[src/logic/event_reg_pkg.sv]
package event_reg_pkg;
    // -----------------------------------------------
    // register port
    // -----------------------------------------------
    localparam int ADDR_W = 8;
    localparam logic [7:0] OFS_EVENT_SET = 8'h80;
    localparam logic [7:0] OFS_EVENT_CLR = 8'h84;
    localparam logic [31:0] EVENT_RESET = 32'h0000_0000;

    // -----------------------------------------------
    // event bit positions
    // -----------------------------------------------
    localparam int EV_LO = 21;
    localparam int EV_HI = 26;
    localparam int EV_N = EV_HI - EV_LO + 1;
    localparam int BIT_SIXTY_FOUR = 21;
    localparam int BIT_MISSING = 22;
    localparam int BIT_MISMATCH = 23;
    localparam int BIT_FATAL = 24;
    localparam int BIT_OVERLONG = 25;
    localparam int BIT_PHY_REG = 26;

    // -----------------------------------------------
    // cycle timer fields
    // -----------------------------------------------
    localparam int SECONDS_W = 7;
    localparam int COUNT_W = 13;
    localparam int SECONDS_ROLL_BIT = 6;

    // -----------------------------------------------
    // overlong cycle timer
    // -----------------------------------------------
    localparam longint CLK_HZ = 64'd200_000_000;
    localparam longint OVERLONG_MIN_S = 64'd115;
    localparam longint OVERLONG_MAX_S = 64'd120;
    localparam longint OVERLONG_CYCLES = OVERLONG_MIN_S * CLK_HZ;
    localparam int OVERLONG_CNT_W = 40;
endpackage

[src/logic/rise_detect.sv]
`timescale 1ns/1ps
module rise_detect #(
    parameter int WIDTH = 6
) (
    input wire logic clk_sys,
    input wire logic rst,
    input wire logic ce,
    input wire logic [WIDTH-1:0] level,
    output logic [WIDTH-1:0] rise
);
    // -----------------------------------------------
    // state
    // -----------------------------------------------
    typedef struct packed {
        logic [WIDTH-1:0] prev;
    } rd_state_t;

    rd_state_t st_r;
    rd_state_t st_nxt;

    if (WIDTH < 1) begin : g_chk
        $error("rise_detect: WIDTH must be at least 1");
    end

    always_comb begin
        st_nxt = st_r;
        st_nxt.prev = level;
    end

    always_ff @(posedge clk_sys) begin
        if (rst) begin
            st_r <= '0;
        end else if (ce) begin
            st_r <= st_nxt;
        end
    end

    // a level held high through reset is seen as one edge after release
    assign rise = level & ~st_r.prev;
endmodule

[src/logic/interrupt_event_reg.sv]
`timescale 1ns/1ps
module interrupt_event_reg #(
    parameter int N_CTX = 4,
    parameter longint OVERLONG_CYCLES = event_reg_pkg::OVERLONG_CYCLES
) (
    input wire logic CLK_SYS,
    input wire logic RST,
    input wire logic CE,
    // register port
    input wire logic [event_reg_pkg::ADDR_W-1:0] REG_ADDR,
    input wire logic REG_WR,
    input wire logic REG_RD,
    input wire logic [31:0] REG_WDATA,
    output logic [31:0] REG_RDATA,
    input wire logic [31:0] INTERRUPT_ENABLE_MASK_REG,
    output logic IRQ,
    // event sources
    input wire logic PHY_REG_BYTE_ARRIVED,
    input wire logic CYCLE_MASTER_ENABLE,
    output logic CYCLE_MASTER_CLEAR,
    input wire logic CYCLE_START_SENT,
    input wire logic CYCLE_START_RCVD,
    input wire logic SUBACTION_GAP,
    input wire logic BUS_RESET,
    input wire logic [N_CTX-1:0] CONTEXT_HALTED_FLAG,
    output logic [N_CTX-1:0] CONTEXT_EVENT_BLOCK,
    input wire logic [event_reg_pkg::SECONDS_W-1:0] RX_SECONDS,
    input wire logic [event_reg_pkg::COUNT_W-1:0] RX_COUNT,
    input wire logic [event_reg_pkg::SECONDS_W-1:0] TIMER_SECONDS_FIELD,
    input wire logic [event_reg_pkg::COUNT_W-1:0] TIMER_COUNT_FIELD,
    input wire logic TIMER_HOST_WRITE,
    input wire logic [event_reg_pkg::SECONDS_W-1:0] TIMER_WR_SECONDS,
    input wire logic [event_reg_pkg::COUNT_W-1:0] TIMER_WR_COUNT
);
    // -----------------------------------------------
    // parameter checks
    // -----------------------------------------------
    if (N_CTX < 1) begin : g_chk_ctx
        $error("interrupt_event_reg: N_CTX must be at least 1");
    end
    if (OVERLONG_CYCLES < 1 || OVERLONG_CYCLES >= (64'd1 << event_reg_pkg::OVERLONG_CNT_W))
    begin : g_chk_ovl
        $error("interrupt_event_reg: OVERLONG_CYCLES out of counter range");
    end

    localparam logic [event_reg_pkg::OVERLONG_CNT_W-1:0] OVL_LAST =
        event_reg_pkg::OVERLONG_CNT_W'(OVERLONG_CYCLES - 64'd1);

    // -----------------------------------------------
    // state
    // -----------------------------------------------
    typedef struct packed {
        logic [event_reg_pkg::EV_N-1:0] events;
        logic [N_CTX-1:0] cause;
        logic [event_reg_pkg::OVERLONG_CNT_W-1:0] ovl_cnt;
        logic ovl_run;
        logic start_seen;
        logic primed;
        logic count_lsb_d;
        logic sec_roll_d;
        logic cm_clear;
        logic [31:0] rdata;
    } ev_state_t;

    ev_state_t st_r;
    ev_state_t st_nxt;

    // -----------------------------------------------
    // source signals
    // -----------------------------------------------
    logic [event_reg_pkg::EV_N-1:0] src_level;
    logic [event_reg_pkg::EV_N-1:0] src_rise;
    logic [N_CTX-1:0] halt_rise;
    logic ovl_fire;
    logic cycle_sync_event;
    logic roll_change;
    logic start_any;
    logic rx_mismatch;
    logic wr_mismatch;
    logic [31:0] event_word;
    logic [31:0] masked_word;
    logic [event_reg_pkg::EV_N-1:0] sw_set;
    logic [event_reg_pkg::EV_N-1:0] sw_clr;
    logic [event_reg_pkg::EV_N-1:0] hw_set;
    logic wr_set_addr;
    logic wr_clr_addr;

    rise_detect #(
        .WIDTH(N_CTX)
    ) u_halt_rise (
        .clk_sys(CLK_SYS),
        .rst(RST),
        .ce(CE),
        .level(CONTEXT_HALTED_FLAG),
        .rise(halt_rise)
    );

    rise_detect #(
        .WIDTH(event_reg_pkg::EV_N)
    ) u_src_rise (
        .clk_sys(CLK_SYS),
        .rst(RST),
        .ce(CE),
        .level(src_level),
        .rise(src_rise)
    );

    assign ovl_fire = st_r.ovl_run && (st_r.ovl_cnt == OVL_LAST);
    // the first cycle after reset only samples, so a stale lsb makes no sync
    assign cycle_sync_event = st_r.primed &&
        (TIMER_COUNT_FIELD[0] != st_r.count_lsb_d);
    assign roll_change = st_r.primed &&
        (TIMER_SECONDS_FIELD[event_reg_pkg::SECONDS_ROLL_BIT] != st_r.sec_roll_d);
    assign start_any = CYCLE_START_SENT || CYCLE_START_RCVD;
    assign rx_mismatch = CYCLE_START_RCVD &&
        ((RX_SECONDS != TIMER_SECONDS_FIELD) || (RX_COUNT != TIMER_COUNT_FIELD));
    assign wr_mismatch = TIMER_HOST_WRITE &&
        ((TIMER_WR_SECONDS != TIMER_SECONDS_FIELD) ||
         (TIMER_WR_COUNT != TIMER_COUNT_FIELD));

    always_comb begin
        src_level = '0;
        src_level[event_reg_pkg::BIT_PHY_REG - event_reg_pkg::EV_LO] =
            PHY_REG_BYTE_ARRIVED;
        src_level[event_reg_pkg::BIT_OVERLONG - event_reg_pkg::EV_LO] =
            ovl_fire && CYCLE_MASTER_ENABLE;
        src_level[event_reg_pkg::BIT_FATAL - event_reg_pkg::EV_LO] = |halt_rise;
        src_level[event_reg_pkg::BIT_MISMATCH - event_reg_pkg::EV_LO] =
            rx_mismatch || wr_mismatch;
        src_level[event_reg_pkg::BIT_MISSING - event_reg_pkg::EV_LO] =
            cycle_sync_event && !st_r.start_seen && !start_any;
        src_level[event_reg_pkg::BIT_SIXTY_FOUR - event_reg_pkg::EV_LO] = roll_change;
    end

    // -----------------------------------------------
    // register port decode
    // -----------------------------------------------
    assign wr_set_addr = REG_WR && (REG_ADDR == event_reg_pkg::OFS_EVENT_SET);
    assign wr_clr_addr = REG_WR && (REG_ADDR == event_reg_pkg::OFS_EVENT_CLR);
    // only ones act; bits outside 26:21 belong to other logic
    assign sw_set = wr_set_addr ?
        REG_WDATA[event_reg_pkg::EV_HI:event_reg_pkg::EV_LO] : '0;
    assign sw_clr = wr_clr_addr ?
        REG_WDATA[event_reg_pkg::EV_HI:event_reg_pkg::EV_LO] : '0;
    assign hw_set = src_rise;

    always_comb begin
        event_word = event_reg_pkg::EVENT_RESET;
        event_word[event_reg_pkg::EV_HI:event_reg_pkg::EV_LO] = st_r.events;
    end
    assign masked_word = event_word & INTERRUPT_ENABLE_MASK_REG;

    // -----------------------------------------------
    // next state
    // -----------------------------------------------
    always_comb begin
        st_nxt = st_r;
        // a hardware edge in the same cycle as a clear keeps the bit
        st_nxt.events = (st_r.events & ~(sw_clr & ~hw_set)) | hw_set | sw_set;

        // causes live only as long as the fatal bit stands
        if (st_nxt.events[event_reg_pkg::BIT_FATAL - event_reg_pkg::EV_LO]) begin
            st_nxt.cause = st_r.cause | halt_rise;
        end else begin
            st_nxt.cause = '0;
        end

        if (BUS_RESET || SUBACTION_GAP) begin
            st_nxt.ovl_run = 1'b0;
            st_nxt.ovl_cnt = '0;
        end else if (CYCLE_START_SENT) begin
            st_nxt.ovl_run = 1'b1;
            st_nxt.ovl_cnt = '0;
        end else if (ovl_fire) begin
            st_nxt.ovl_run = 1'b0;
            st_nxt.ovl_cnt = '0;
        end else if (st_r.ovl_run) begin
            st_nxt.ovl_cnt = st_r.ovl_cnt + 1'b1;
        end
        // clear request is only raised when the event really counts
        st_nxt.cm_clear = ovl_fire && CYCLE_MASTER_ENABLE;

        st_nxt.primed = 1'b1;
        st_nxt.count_lsb_d = TIMER_COUNT_FIELD[0];
        st_nxt.sec_roll_d = TIMER_SECONDS_FIELD[event_reg_pkg::SECONDS_ROLL_BIT];
        // a start in the sync cycle counts toward the interval it opens
        if (cycle_sync_event) begin
            st_nxt.start_seen = start_any;
        end else if (start_any) begin
            st_nxt.start_seen = 1'b1;
        end

        if (REG_RD) begin
            case (REG_ADDR)
                event_reg_pkg::OFS_EVENT_SET: begin
                    st_nxt.rdata = event_word;
                end
                event_reg_pkg::OFS_EVENT_CLR: begin
                    st_nxt.rdata = masked_word;
                end
                default: begin
                    st_nxt.rdata = 32'h0000_0000;
                end
            endcase
        end
    end

    always_ff @(posedge CLK_SYS) begin
        if (RST) begin
            st_r <= '0;
        end else if (CE) begin
            st_r <= st_nxt;
        end
    end

    // -----------------------------------------------
    // outputs
    // -----------------------------------------------
    assign REG_RDATA = st_r.rdata;
    assign IRQ = |masked_word;
    assign CYCLE_MASTER_CLEAR = st_r.cm_clear;
    assign CONTEXT_EVENT_BLOCK =
        st_r.cause & {N_CTX{st_r.events[event_reg_pkg::BIT_FATAL - event_reg_pkg::EV_LO]}};
endmodule

[config.mk]
export PLATFORM = sky130hd
export DESIGN_NAME = interrupt_event_reg
export DESIGN_NICKNAME = d
export VERILOG_FILES = /design/src/logic/event_reg_pkg.sv /design/src/logic/rise_detect.sv /design/src/logic/interrupt_event_reg.sv
export SDC_FILE = /design/constraint.sdc
export NUM_CORES = 1
export LEC_CHECK = 0
export BUFFER_PORTS_ARGS = -buffer_cell sky130_fd_sc_hd__buf_2
export CELL_PAD_IN_SITES_DETAIL_PLACEMENT = 1
export CELL_PAD_IN_SITES_GLOBAL_PLACEMENT = 2
export CORE_MARGIN = 3
export CORE_UTILIZATION = 26
export DETAILED_ROUTE_END_ITERATION = 16
export PLACE_DENSITY_LB_ADDON = 0.1
export SLEW_MARGIN = 20
export SYNTH_ARGS = -nofsm -noshare
export SYNTH_HDL_FRONTEND = slang
export SYNTH_SLANG_ARGS = --single-unit
[constraint.sdc]
create_clock -name CLK_SYS -period 2.9 [get_ports CLK_SYS]
set_input_delay 0.58 -clock CLK_SYS [delete_from_list [all_inputs] [get_ports CLK_SYS]]
set_output_delay 0.58 -clock CLK_SYS [all_outputs]
set_load 0.1 [all_outputs]
Yosys cells after proc, flatten, opt, wreduce, memory -nomap -nowiden
Cells that the tools add are included.

storage, ports and cells
  register bits after elaboration = 98
  latch bits = 0
  bits in writable memories = 0
  ROM bits = 0
  bits of input ports = 148
  output and inout bits = 38
  word-level logic and storage cells = 72
  memories = 0

operators by class
  add/subtract/negate cells = 1
  $mul = 0
  divide/modulo/power cells = 0
  magnitude comparators = 0
  eq/ne operators = 9
  shifts and indexed selects = 0
  multiplexer cells = 11
  bitwise logic cells = 13
  reductions and logical operators = 26

operators by type and width
  cell                                              number
  2-to-1 mux 41 bit                                 2
  2-to-1 mux 40 bit                                 2
  one-hot mux 32 bit (2 select lines)               1
  adder 40 x 1 -> 40 bit (second input constant)    1
  == test 40 x 35 -> 1 bit (second input constant)  1
  bitwise AND 27 x 32 -> 32 bit                     1
  OR reduction 32 bit                               1
  inequality test 13 bit                            2
  bitwise AND 6 bit                                 3
  NOT 6 bit                                         3
  == test 8 bit (second input constant)             2
  inequality test 7 bit                             2
  2-to-1 mux 6 bit                                  2
  bitwise OR 6 bit                                  2
  logical AND 1 bit                                 10
  bitwise AND 4 bit                                 2
  AND reduction 2 bit                               4
  logical OR 1 bit                                  5
  2-to-1 mux 4 bit                                  1
  NOT 4 bit                                         1
  bitwise OR 4 bit                                  1
  nonzero test 4 bit                                1
  OR reduction 4 bit                                1
  2-to-1 mux 1 bit                                  3
  other kinds (4)                                   6

Longest topological paths before layout
Gate-level depths: netlist of run 1.

  word-level depth = 12
  depth in mapped cells = 7
  mapped depth without buffers = 6

By module
Synthesis of run 1 repeated with hierarchy kept, for this count alone.

unflattened totals
  cell total of the unflattened synthesis = 479
  area total of the unflattened synthesis = 4166.5 µm²

modules (own cells, without submodules)
  module                     instances  cells each  area each (µm²)
  interrupt_event_reg        1          437         3743.6
  rise_detect (u_src_rise)   1          25          251.5
  rise_detect (u_halt_rise)  1          17          171.4

Worst setup path before layout of run 1
No wires, ideal clock.

  kind = input port to flip-flop
  from = input REG_ADDR[5] (netlist name)
  to = register st_r, in the netlist event_word[24]
  arrival time = 2.130 ns
  required time = 2.759 ns
  setup slack = 0.629 ns
  stages = 5
  buffers on the path = 0
  path through = or4b_1 -> nor4_4 -> a21boi_0 -> a311oi_1 -> nor3_1

between the ends
  longest elaborated chain between the ends = 8

RTL lines
  element               RTL line                    RTL
  start, declared       interrupt_event_reg.sv:10   input wire logic [event_reg_pkg::ADDR_W-1:0] REG_ADDR,
  == test 8 bit         interrupt_event_reg.sv:139  assign wr_clr_addr = REG_WR && (REG_ADDR == event_reg_pkg::OFS_EVENT_CLR);
  logical AND 1 bit     interrupt_event_reg.sv:139
  2-to-1 mux 6 bit      interrupt_event_reg.sv:143  assign sw_clr = wr_clr_addr ?
  bitwise AND 6 bit     interrupt_event_reg.sv:159  st_nxt.events = (st_r.events & ~(sw_clr & ~hw_set)) | hw_set | sw_set;
  NOT 6 bit             interrupt_event_reg.sv:159
  bitwise AND 6 bit     interrupt_event_reg.sv:159
  bitwise OR 6 bit      interrupt_event_reg.sv:159
  bitwise OR 6 bit (*)  interrupt_event_reg.sv:159
  end signal, assigned  interrupt_event_reg.sv:212  st_r <= st_nxt;
  end, declared         interrupt_event_reg.sv:65   ev_state_t st_r;

Every way passes the cells marked *; elsewhere a longest branch is shown, timed or not.
A chain may end at the register's enable or synchronous reset.

Worst setup path after layout of run 1
  from = register st_r[65] (netlist name)
  to = register st_r[62] (netlist name)

between the ends
  longest elaborated chain between the ends = 5

RTL lines
  element                       RTL line                    RTL
  == test 40 x 35 -> 1 bit (*)  interrupt_event_reg.sv:108  assign ovl_fire = st_r.ovl_run && (st_r.ovl_cnt == OVL_LAST);
  logical AND 1 bit (*)         interrupt_event_reg.sv:108
  2-to-1 mux 40 bit             interrupt_event_reg.sv:174  end else if (ovl_fire) begin
  2-to-1 mux 41 bit             interrupt_event_reg.sv:171  end else if (CYCLE_START_SENT) begin
  2-to-1 mux 41 bit             interrupt_event_reg.sv:168  if (BUS_RESET || SUBACTION_GAP) begin

Marks and branches as above.

==> results.ini, run 1 <==
[run_status]
status=complete, no violations

[clocking]
clock-root-buffer=clkbuf_16
path_clk_slew_ps=50
h-tree-depth=3
cts_resized=0
hold_buffers=0
clockBufferDepth=2
cts_tree=built
post_cts_buffers=0
cts_made_buffers=9
worstSkewPairLatency_ps=340
cts.sinks=71

[global_routing]
grt-ovfl-total=0
grt_max_degree=41
grt_use_total_pct=13.5
grt_pass1_wl_um=19100
grt_pass1_vias=3760
antenna_found_initial=2

[drt]
drt_first_pass_iters=4
vias_per_cell=4.69
drt_iter0_drc=106
antenna_left=0
drc=0
wire_per_inst_um=14.8
drt_wl_total_um=11700
vias=3704

[yosys]
synth_cell_types=47
ys.warnings.count=0
synth.area.mux_share_pct=2.69
ys_ff_latch=71
synth_top_family_by_area=simple AND/OR/NAND/NOR gates
synth-compound-area-share_pct=7.42
yosys.area_share.adder_pct=0.305
synth-simple-area-share_pct=28.9
ys.flop_type=dfxtp_1
synth_xor_area_share_pct=17.1
async_flop_share_pct=0
avgSynthCellArea_um2=8.74
ys_seq_area_share_pct=34.7
synth_cells=469
mappedNetlistArea_um2=4100
synth_edf_count=0

[run]
cap_violations=0

[timing]
fin_crit_sh_pct=78.2
fmax_mhz=441
report.final.slew_viol_count=0
setup_tns_ps=0
finClkSkew_ps=7.21
relSlewSlack_pct=49.3
min_period_ps=2270
worst_slack_ps=632
rsz0062_at_grt=false
worst_pin_slew_ps=761
final-setup-viol-count=0
hold_viol=0

[floorplanning]
start_util_pct=26.8
rows=45
die_h_um=132
die_area_um2=17300
core_area_um2=15300
top_level_ports=186
die_w_um=132

[setup_path]
required_ps=3090
cp_num_buf_inv=1
slowest_delay_ps=570
cp_max_fo=40
cp-endpoint=st_r[62]$_SDFFE_PP0P_
cp.depth=6
arrival_ps=2460
startpoint_type=flop
rrSetupSlack_ps=630
path_cells=nand3_1, or4_1, or4_4, a21oi_4, buf_12, nor3_1
rr_endpoint=st_r[62]$_SDFFE_PP0P_
rr_worst_depth=6
critPathKind=reg2reg
crit_slowest_cell=or4_1
end_kind=flop
critPathLaunch=st_r[65]$_SDFFE_PP0P_
reg2reg_from=st_r[65]$_SDFFE_PP0P_
crit_family=simple AND/OR/NAND/NOR gates

[cells_and_area]
areaGrowthSynthToFinish_pct=22.9
fillers=1896
fin_area_um2=5040
final_nets=721
final_common_cell=buf_2
mostFrequentLayoutCells=buf_2, xor2_1, dfxtp_1
drive_gt1_share_pct=24.5

[place]
dp_worst_setup_slack_ps=629
gp_congestion=0.722
placed_area_um2=4770
hpwlAfterDp_um=8840
io_buffer_count=107

[power_and_ir_drop]
ir_drop_mv=0.273
powerDensity_nw_per_um2=488
p_leak_uw=0.00202

[min_path]
hold_class=in2reg

[through the flow]
stage               power (µW)  utilization (%)  hold slack, ps  instances
finish                    2460             32.9             446        789
global route              2570             32.9             456        789
CTS                       2500             32.9             432        787
detailed placement        1480             31.2             448        772
global placement          1470             31.2             433        772
floorplan                 1370                -             427        494
[report_power, final]
part / total, µW / switching, µW / leakage, µW / internal [µW]
sequential: 1020 / 17.3 / 0.000576 / 998
combinational: 438 / 313 / 0.00132 / 124
clock: 1000 / 407 / 0.000127 / 597
[final cells by class]
class / count / area (µm²) / share of cell area [%]
Clock buffer: 14 / 254 / 5.04
Sequential cell: 71 / 1420 / 28.2
Timing Repair Buffer: 119 / 663 / 13.2
Tap cell: 211 / 264 / 5.24
Inverter: 4 / 15.0 / 0.298
Antenna cell: 2 / 5.00 / 0.0993
Clock inverter: 1 / 5.00 / 0.0993
Multi-Input combinational cell: 367 / 2410 / 47.9
[kinds of logic (layout without fill, tap and decap cells)]
group	Yosys count	in the layout
other	1	28
xor gates and xnor gates	80	80
AOI/OAI and AO/OA	42	42
adders and majority gates	1	1
muxes	11	11
buffers and inverters	56	138
and+or+nand+nor	207	207
DFF	71	71
[synth_stat cells, drive strengths merged, types with 5 or more instances]
master  count  share of area [%]
dfxtp      71                 35
xor2       75                 16
a32oi       6                1.3
nor2       25                2.3
nand2b     12                1.8
mux2i      11                2.7
xnor2       5                1.1
nor4b       6                1.3
clkbuf     14                1.3
o21ai       6               0.73
nand3      30                3.8
nor4       16                3.5
nand4      20                3.1
nor3       49                6.0
and2        5               0.76
nand2      16                1.5
buf        38                7.2
and3        8                1.2
a21oi      12                1.7
[sequential cells by signal, summed over array words and instances (netlist names)]
register,flops
st_r,49
REG_RDATA,6
event_word,6
u_src_rise.st_r,6
u_halt_rise.st_r,4
[how the worst min path moves through the flow]
stage | start | end | slack [ps] | depth (start not counted)
global route | REG_WDATA[26] | event_word[26]$_SDFFE_PP0P_ | 460 | 2
CTS | REG_WDATA[26] | event_word[26]$_SDFFE_PP0P_ | 430 | 2
detailed placement | st_r[36]$_SDFFE_PP0P_ | st_r[36]$_SDFFE_PP0P_ | 450 | 2
floorplan | st_r[36]$_SDFFE_PP0P_ | st_r[36]$_SDFFE_PP0P_ | 430 | 2
finish | REG_WDATA[26] | event_word[26]$_SDFFE_PP0P_ | 450 | 2
global placement | st_r[36]$_SDFFE_PP0P_ | st_r[36]$_SDFFE_PP0P_ | 430 | 2
[worst register-to-register path: stages (launching register included)]
cell and delay (ps):
dfxtp_1 390, nand3_1 100, or4_1 570, or4_4 570, a21oi_4 180, buf_12 230, nor3_1 80
[metal layers]
metal	up-vias	track usage (%)	wire, µm
li1	1838	-	-
met1	1759	17.0	5310
met2	92	22.1	5550
met3	15	2.76	534
met4	0	6.77	289
met5	-	0	0
No activity file was read; power rests on OpenSTA's default activity.
==> inputs of run 2 (changes only) <==
Settings changed: ABC_AREA from default to 1, CORE_UTILIZATION 26 to 25.
Clock period 2.9 ns to 2.3 ns, I/O delays scaled along.
==> run 2 against run 1 <==
Effect of this change: via count increased by 41%; sequential share of layout area decreased by 4.4 points; utilization decreased by 1.6 points; die area increased by 24%; sequential cell count unchanged; routed wire length increased by 35%; critical path depth increased by 3; fmax increased by 12%; clock power increased by 43%; cell count increased by 51%; register-to-register slack got worse by 350 ps; critical path type unchanged; critical endpoint is now st_r[70]$_SDFFE_PP0P_.
==> results.ini, run 2 <==
[run_status]
status=complete, no violations  ; unchanged

[min_path]
min_from=CONTEXT_HALTED_FLAG[3]  ; was REG_WDATA[26]
hold_class=in2reg  ; unchanged

[power_and_ir_drop]
p_leak_uw=0.00284  ; was 0.00202 µW
ir_drop_mv=0.347  ; was 0.273 mV
powerDensity_nw_per_um2=563  ; was 488 nW/µm²
p_total_uw=3360  ; was 2460 µW

[setup_path]
reg2reg_from=st_r[39]$_SDFFE_PP0P_  ; was st_r[65]$_SDFFE_PP0P_
crit_slowest_cell=nor3_2  ; was or4_1
arrival_ps=2300  ; was 2460 ps
required_ps=2580  ; was 3090 ps
cp_max_fo=5  ; was 40
path_cells=ha_1, inv_1, nor2_2, nand2_1, nor3_2, nand4_1, nand2_1, nand2_1, nor2_1  ; was nand3_1, or4_1, or4_4, a21oi_4, buf_12, nor3_1
startpoint_type=flop  ; unchanged
slowest_delay_ps=460  ; was 570 ps
critPathKind=reg2reg  ; unchanged
critPathLaunch=st_r[39]$_SDFFE_PP0P_  ; was st_r[65]$_SDFFE_PP0P_
rrSetupSlack_ps=280  ; was 630 ps
cp_num_buf_inv=1  ; unchanged
crit_family=simple AND/OR/NAND/NOR gates  ; unchanged
crit_top_cell=nand2_1
end_kind=flop  ; unchanged

[yosys]
mappedNetlistArea_um2=4930  ; was 4100 µm²
synth-simple-area-share_pct=42.5  ; was 28.9%
avgSynthCellArea_um2=6.00  ; was 8.74 µm²
netlist.area_leader.share_pct=28.8  ; was 34.7%
synth_top_family_by_area=simple AND/OR/NAND/NOR gates  ; unchanged
synth.area.mux_share_pct=0  ; was 2.69%
ys_seq_area_share_pct=28.8  ; was 34.7%
synth_xor_area_share_pct=2.66  ; was 17.1%
yosys.area_share.adder_pct=0.254  ; was 0.305%
synth_area_leaders=dfxtp_1, nand2_1, inv_1  ; was dfxtp_1, xor2_1, nor3_1
ys.warnings.count=0  ; unchanged
ys_ff_latch=71  ; unchanged
synth_cells=822  ; was 469
synth.largest_area_cell=dfxtp_1  ; unchanged
synth-compound-area-share_pct=9.03  ; was 7.42%
yosysMostFrequentCell=nand2_1  ; was xor2_1
async_flop_share_pct=0  ; unchanged
ys.flop_type=dfxtp_1  ; unchanged
ys_top_cells_by_count=nand2_1, inv_1, nor2_1, dfxtp_1, nand3_1  ; was xor2_1, dfxtp_1, nor3_1, buf_4, nand3_1
synth_edf_count=0  ; unchanged
synth_cell_types=36  ; was 47

[timing]
finClkSkew_ps=4.72  ; was 7.21 ps
hold_viol=0  ; unchanged
holdWs_ps=386  ; was 446 ps
worst_slack_ps=282  ; was 632 ps
fin_crit_sh_pct=87.7  ; was 78.2%
setup_tns_ps=0  ; unchanged
rsz0062_at_grt=false  ; unchanged
report.final.slew_viol_count=0  ; unchanged
final-setup-viol-count=0  ; unchanged
min_period_ps=2020  ; was 2270 ps
fmax_mhz=496  ; was 441 MHz

[clocking]
cts_tree=built  ; unchanged
cts_resized=0  ; unchanged
cts.sinks=71  ; unchanged
hold_buffers=0  ; unchanged
clock-root-buffer=clkbuf_16  ; unchanged
h-tree-depth=3  ; unchanged
cts_made_buffers=9  ; unchanged
worstSkewPairLatency_ps=340  ; about the same
path_clk_slew_ps=60  ; was 50 ps
clockBufferDepth=2  ; unchanged
post_cts_buffers=0  ; unchanged

[floorplanning]
die_h_um=146  ; was 132 µm
start_util_pct=25.9  ; was 26.8%
top_level_ports=186  ; unchanged
rows=50  ; was 45
die_area_um2=21500  ; was 17300 µm²
die_w_um=146  ; was 132 µm
core_area_um2=19000  ; was 15300 µm²

[global_routing]
grt_use_total_pct=15.1  ; was 13.5%
grt_max_degree=37  ; was 41
grt_pass1_vias=5611  ; was 3760
grt-ovfl-total=0  ; unchanged
grt_pass1_wl_um=26800  ; was 19100 µm
antenna_found_initial=2  ; unchanged

[drt]
antenna_left=0  ; unchanged
drt_wl_total_um=15700  ; was 11700 µm
drc=0  ; unchanged
vias=5214  ; was 3704
vias_per_cell=4.37  ; was 4.69
drt_iter0_drc=144  ; was 106
wire_per_inst_um=13.2  ; was 14.8 µm
drt_first_pass_iters=4  ; unchanged

[place]
placed_area_um2=5660  ; was 4770 µm²
gp_congestion=0.815  ; was 0.722
dp_worst_setup_slack_ps=270  ; was 629 ps
io_buffer_count=107  ; unchanged
hpwlAfterDp_um=13000  ; was 8840 µm

[cells_and_area]
fin_area_um2=5960  ; was 5040 µm²
fillers=2529  ; was 1896
mostFrequentLayoutCells=nand2_1, inv_1, buf_2  ; was buf_2, xor2_1, dfxtp_1
areaGrowthSynthToFinish_pct=20.8  ; was 22.9%
final_nets=1076  ; was 721
drive_gt1_share_pct=18.5  ; was 24.5%
largest_reg_flops=49  ; unchanged
final_common_cell=nand2_1  ; was buf_2
largest_register=st_r  ; unchanged

[run]
cap_violations=0  ; unchanged

-- run 2: stage by stage --
step / cells / utilization (%)
2_1_floorplan: 847 / -
3_3_place_gp: 1176 / 29.8
3_5_place_dp: 1176 / 29.8
4_1_cts: 1192 / 31.3
5_1_grt: 1193 / 31.3
6_report: 1193 / 31.3
-- run 2: metal layers --
layer | vias up | routed length [µm] | track usage [%]
met5 | - | 11 | 0
met3 | 12 | 675 | 3.79
met2 | 80 | 7820 | 27.1
li1 | 2722 | - | -
met4 | 2 | 108 | 2.73
met1 | 2398 | 7130 | 18.3
-- run 2: cells by family (layout without fill, tap and decap cells) --
family,after synthesis,in the layout
flip-flops,71,71
other,1,27
XOR/XNOR,15,15
AND/OR/NAND/NOR,470,470
adder cells (fa/ha/maj),1,1
buffers and inverters,183,268
AO/OA/AOI/OAI,81,81
-- run 2: layout make-up --
| type | count | area [µm²] | share of cell area [%] |
|---|---|---|---|
| Multi-Input combinational cell | 593 | 2780 | 46.7 |
| Sequential cell | 71 | 1420 | 23.8 |
| Timing Repair Buffer | 117 | 623 | 10.5 |
| Inverter | 135 | 507 | 8.50 |
| Tap cell | 260 | 325 | 5.46 |
| Clock buffer | 10 | 239 | 4.01 |
| Clock inverter | 6 | 60.1 | 1.01 |
| Antenna cell | 1 | 2.50 | 0.0420 |
-- run 2: where the power goes --
part           internal (µW)  leakage (µW)  switching [µW]
Clock                    863      0.000144             564
Combinational            160       0.00211             480
Sequential              1260      0.000578            24.3
-- run 2: worst paths after layout --
check / cells after the start / endpoint
worst min-delay path: 3 / u_halt_rise.st_r[3]$_SDFFE_PP0P_
worst max register to register: 9 / st_r[70]$_SDFFE_PP0P_
worst max-delay path: 9 / st_r[70]$_SDFFE_PP0P_
worst min register to register: 2 / u_src_rise.st_r[5]$_SDFFE_PP0P_
-- run 2: worst reg2reg max path, stage by stage (launching register included) --
cell and delay (ps):
dfxtp_1 370, ha_1 190, inv_1 70, nor2_2 170, nand2_1 150, nor3_2 460, nand4_1 260, nand2_1 130
nand2_1 70, nor2_1 80
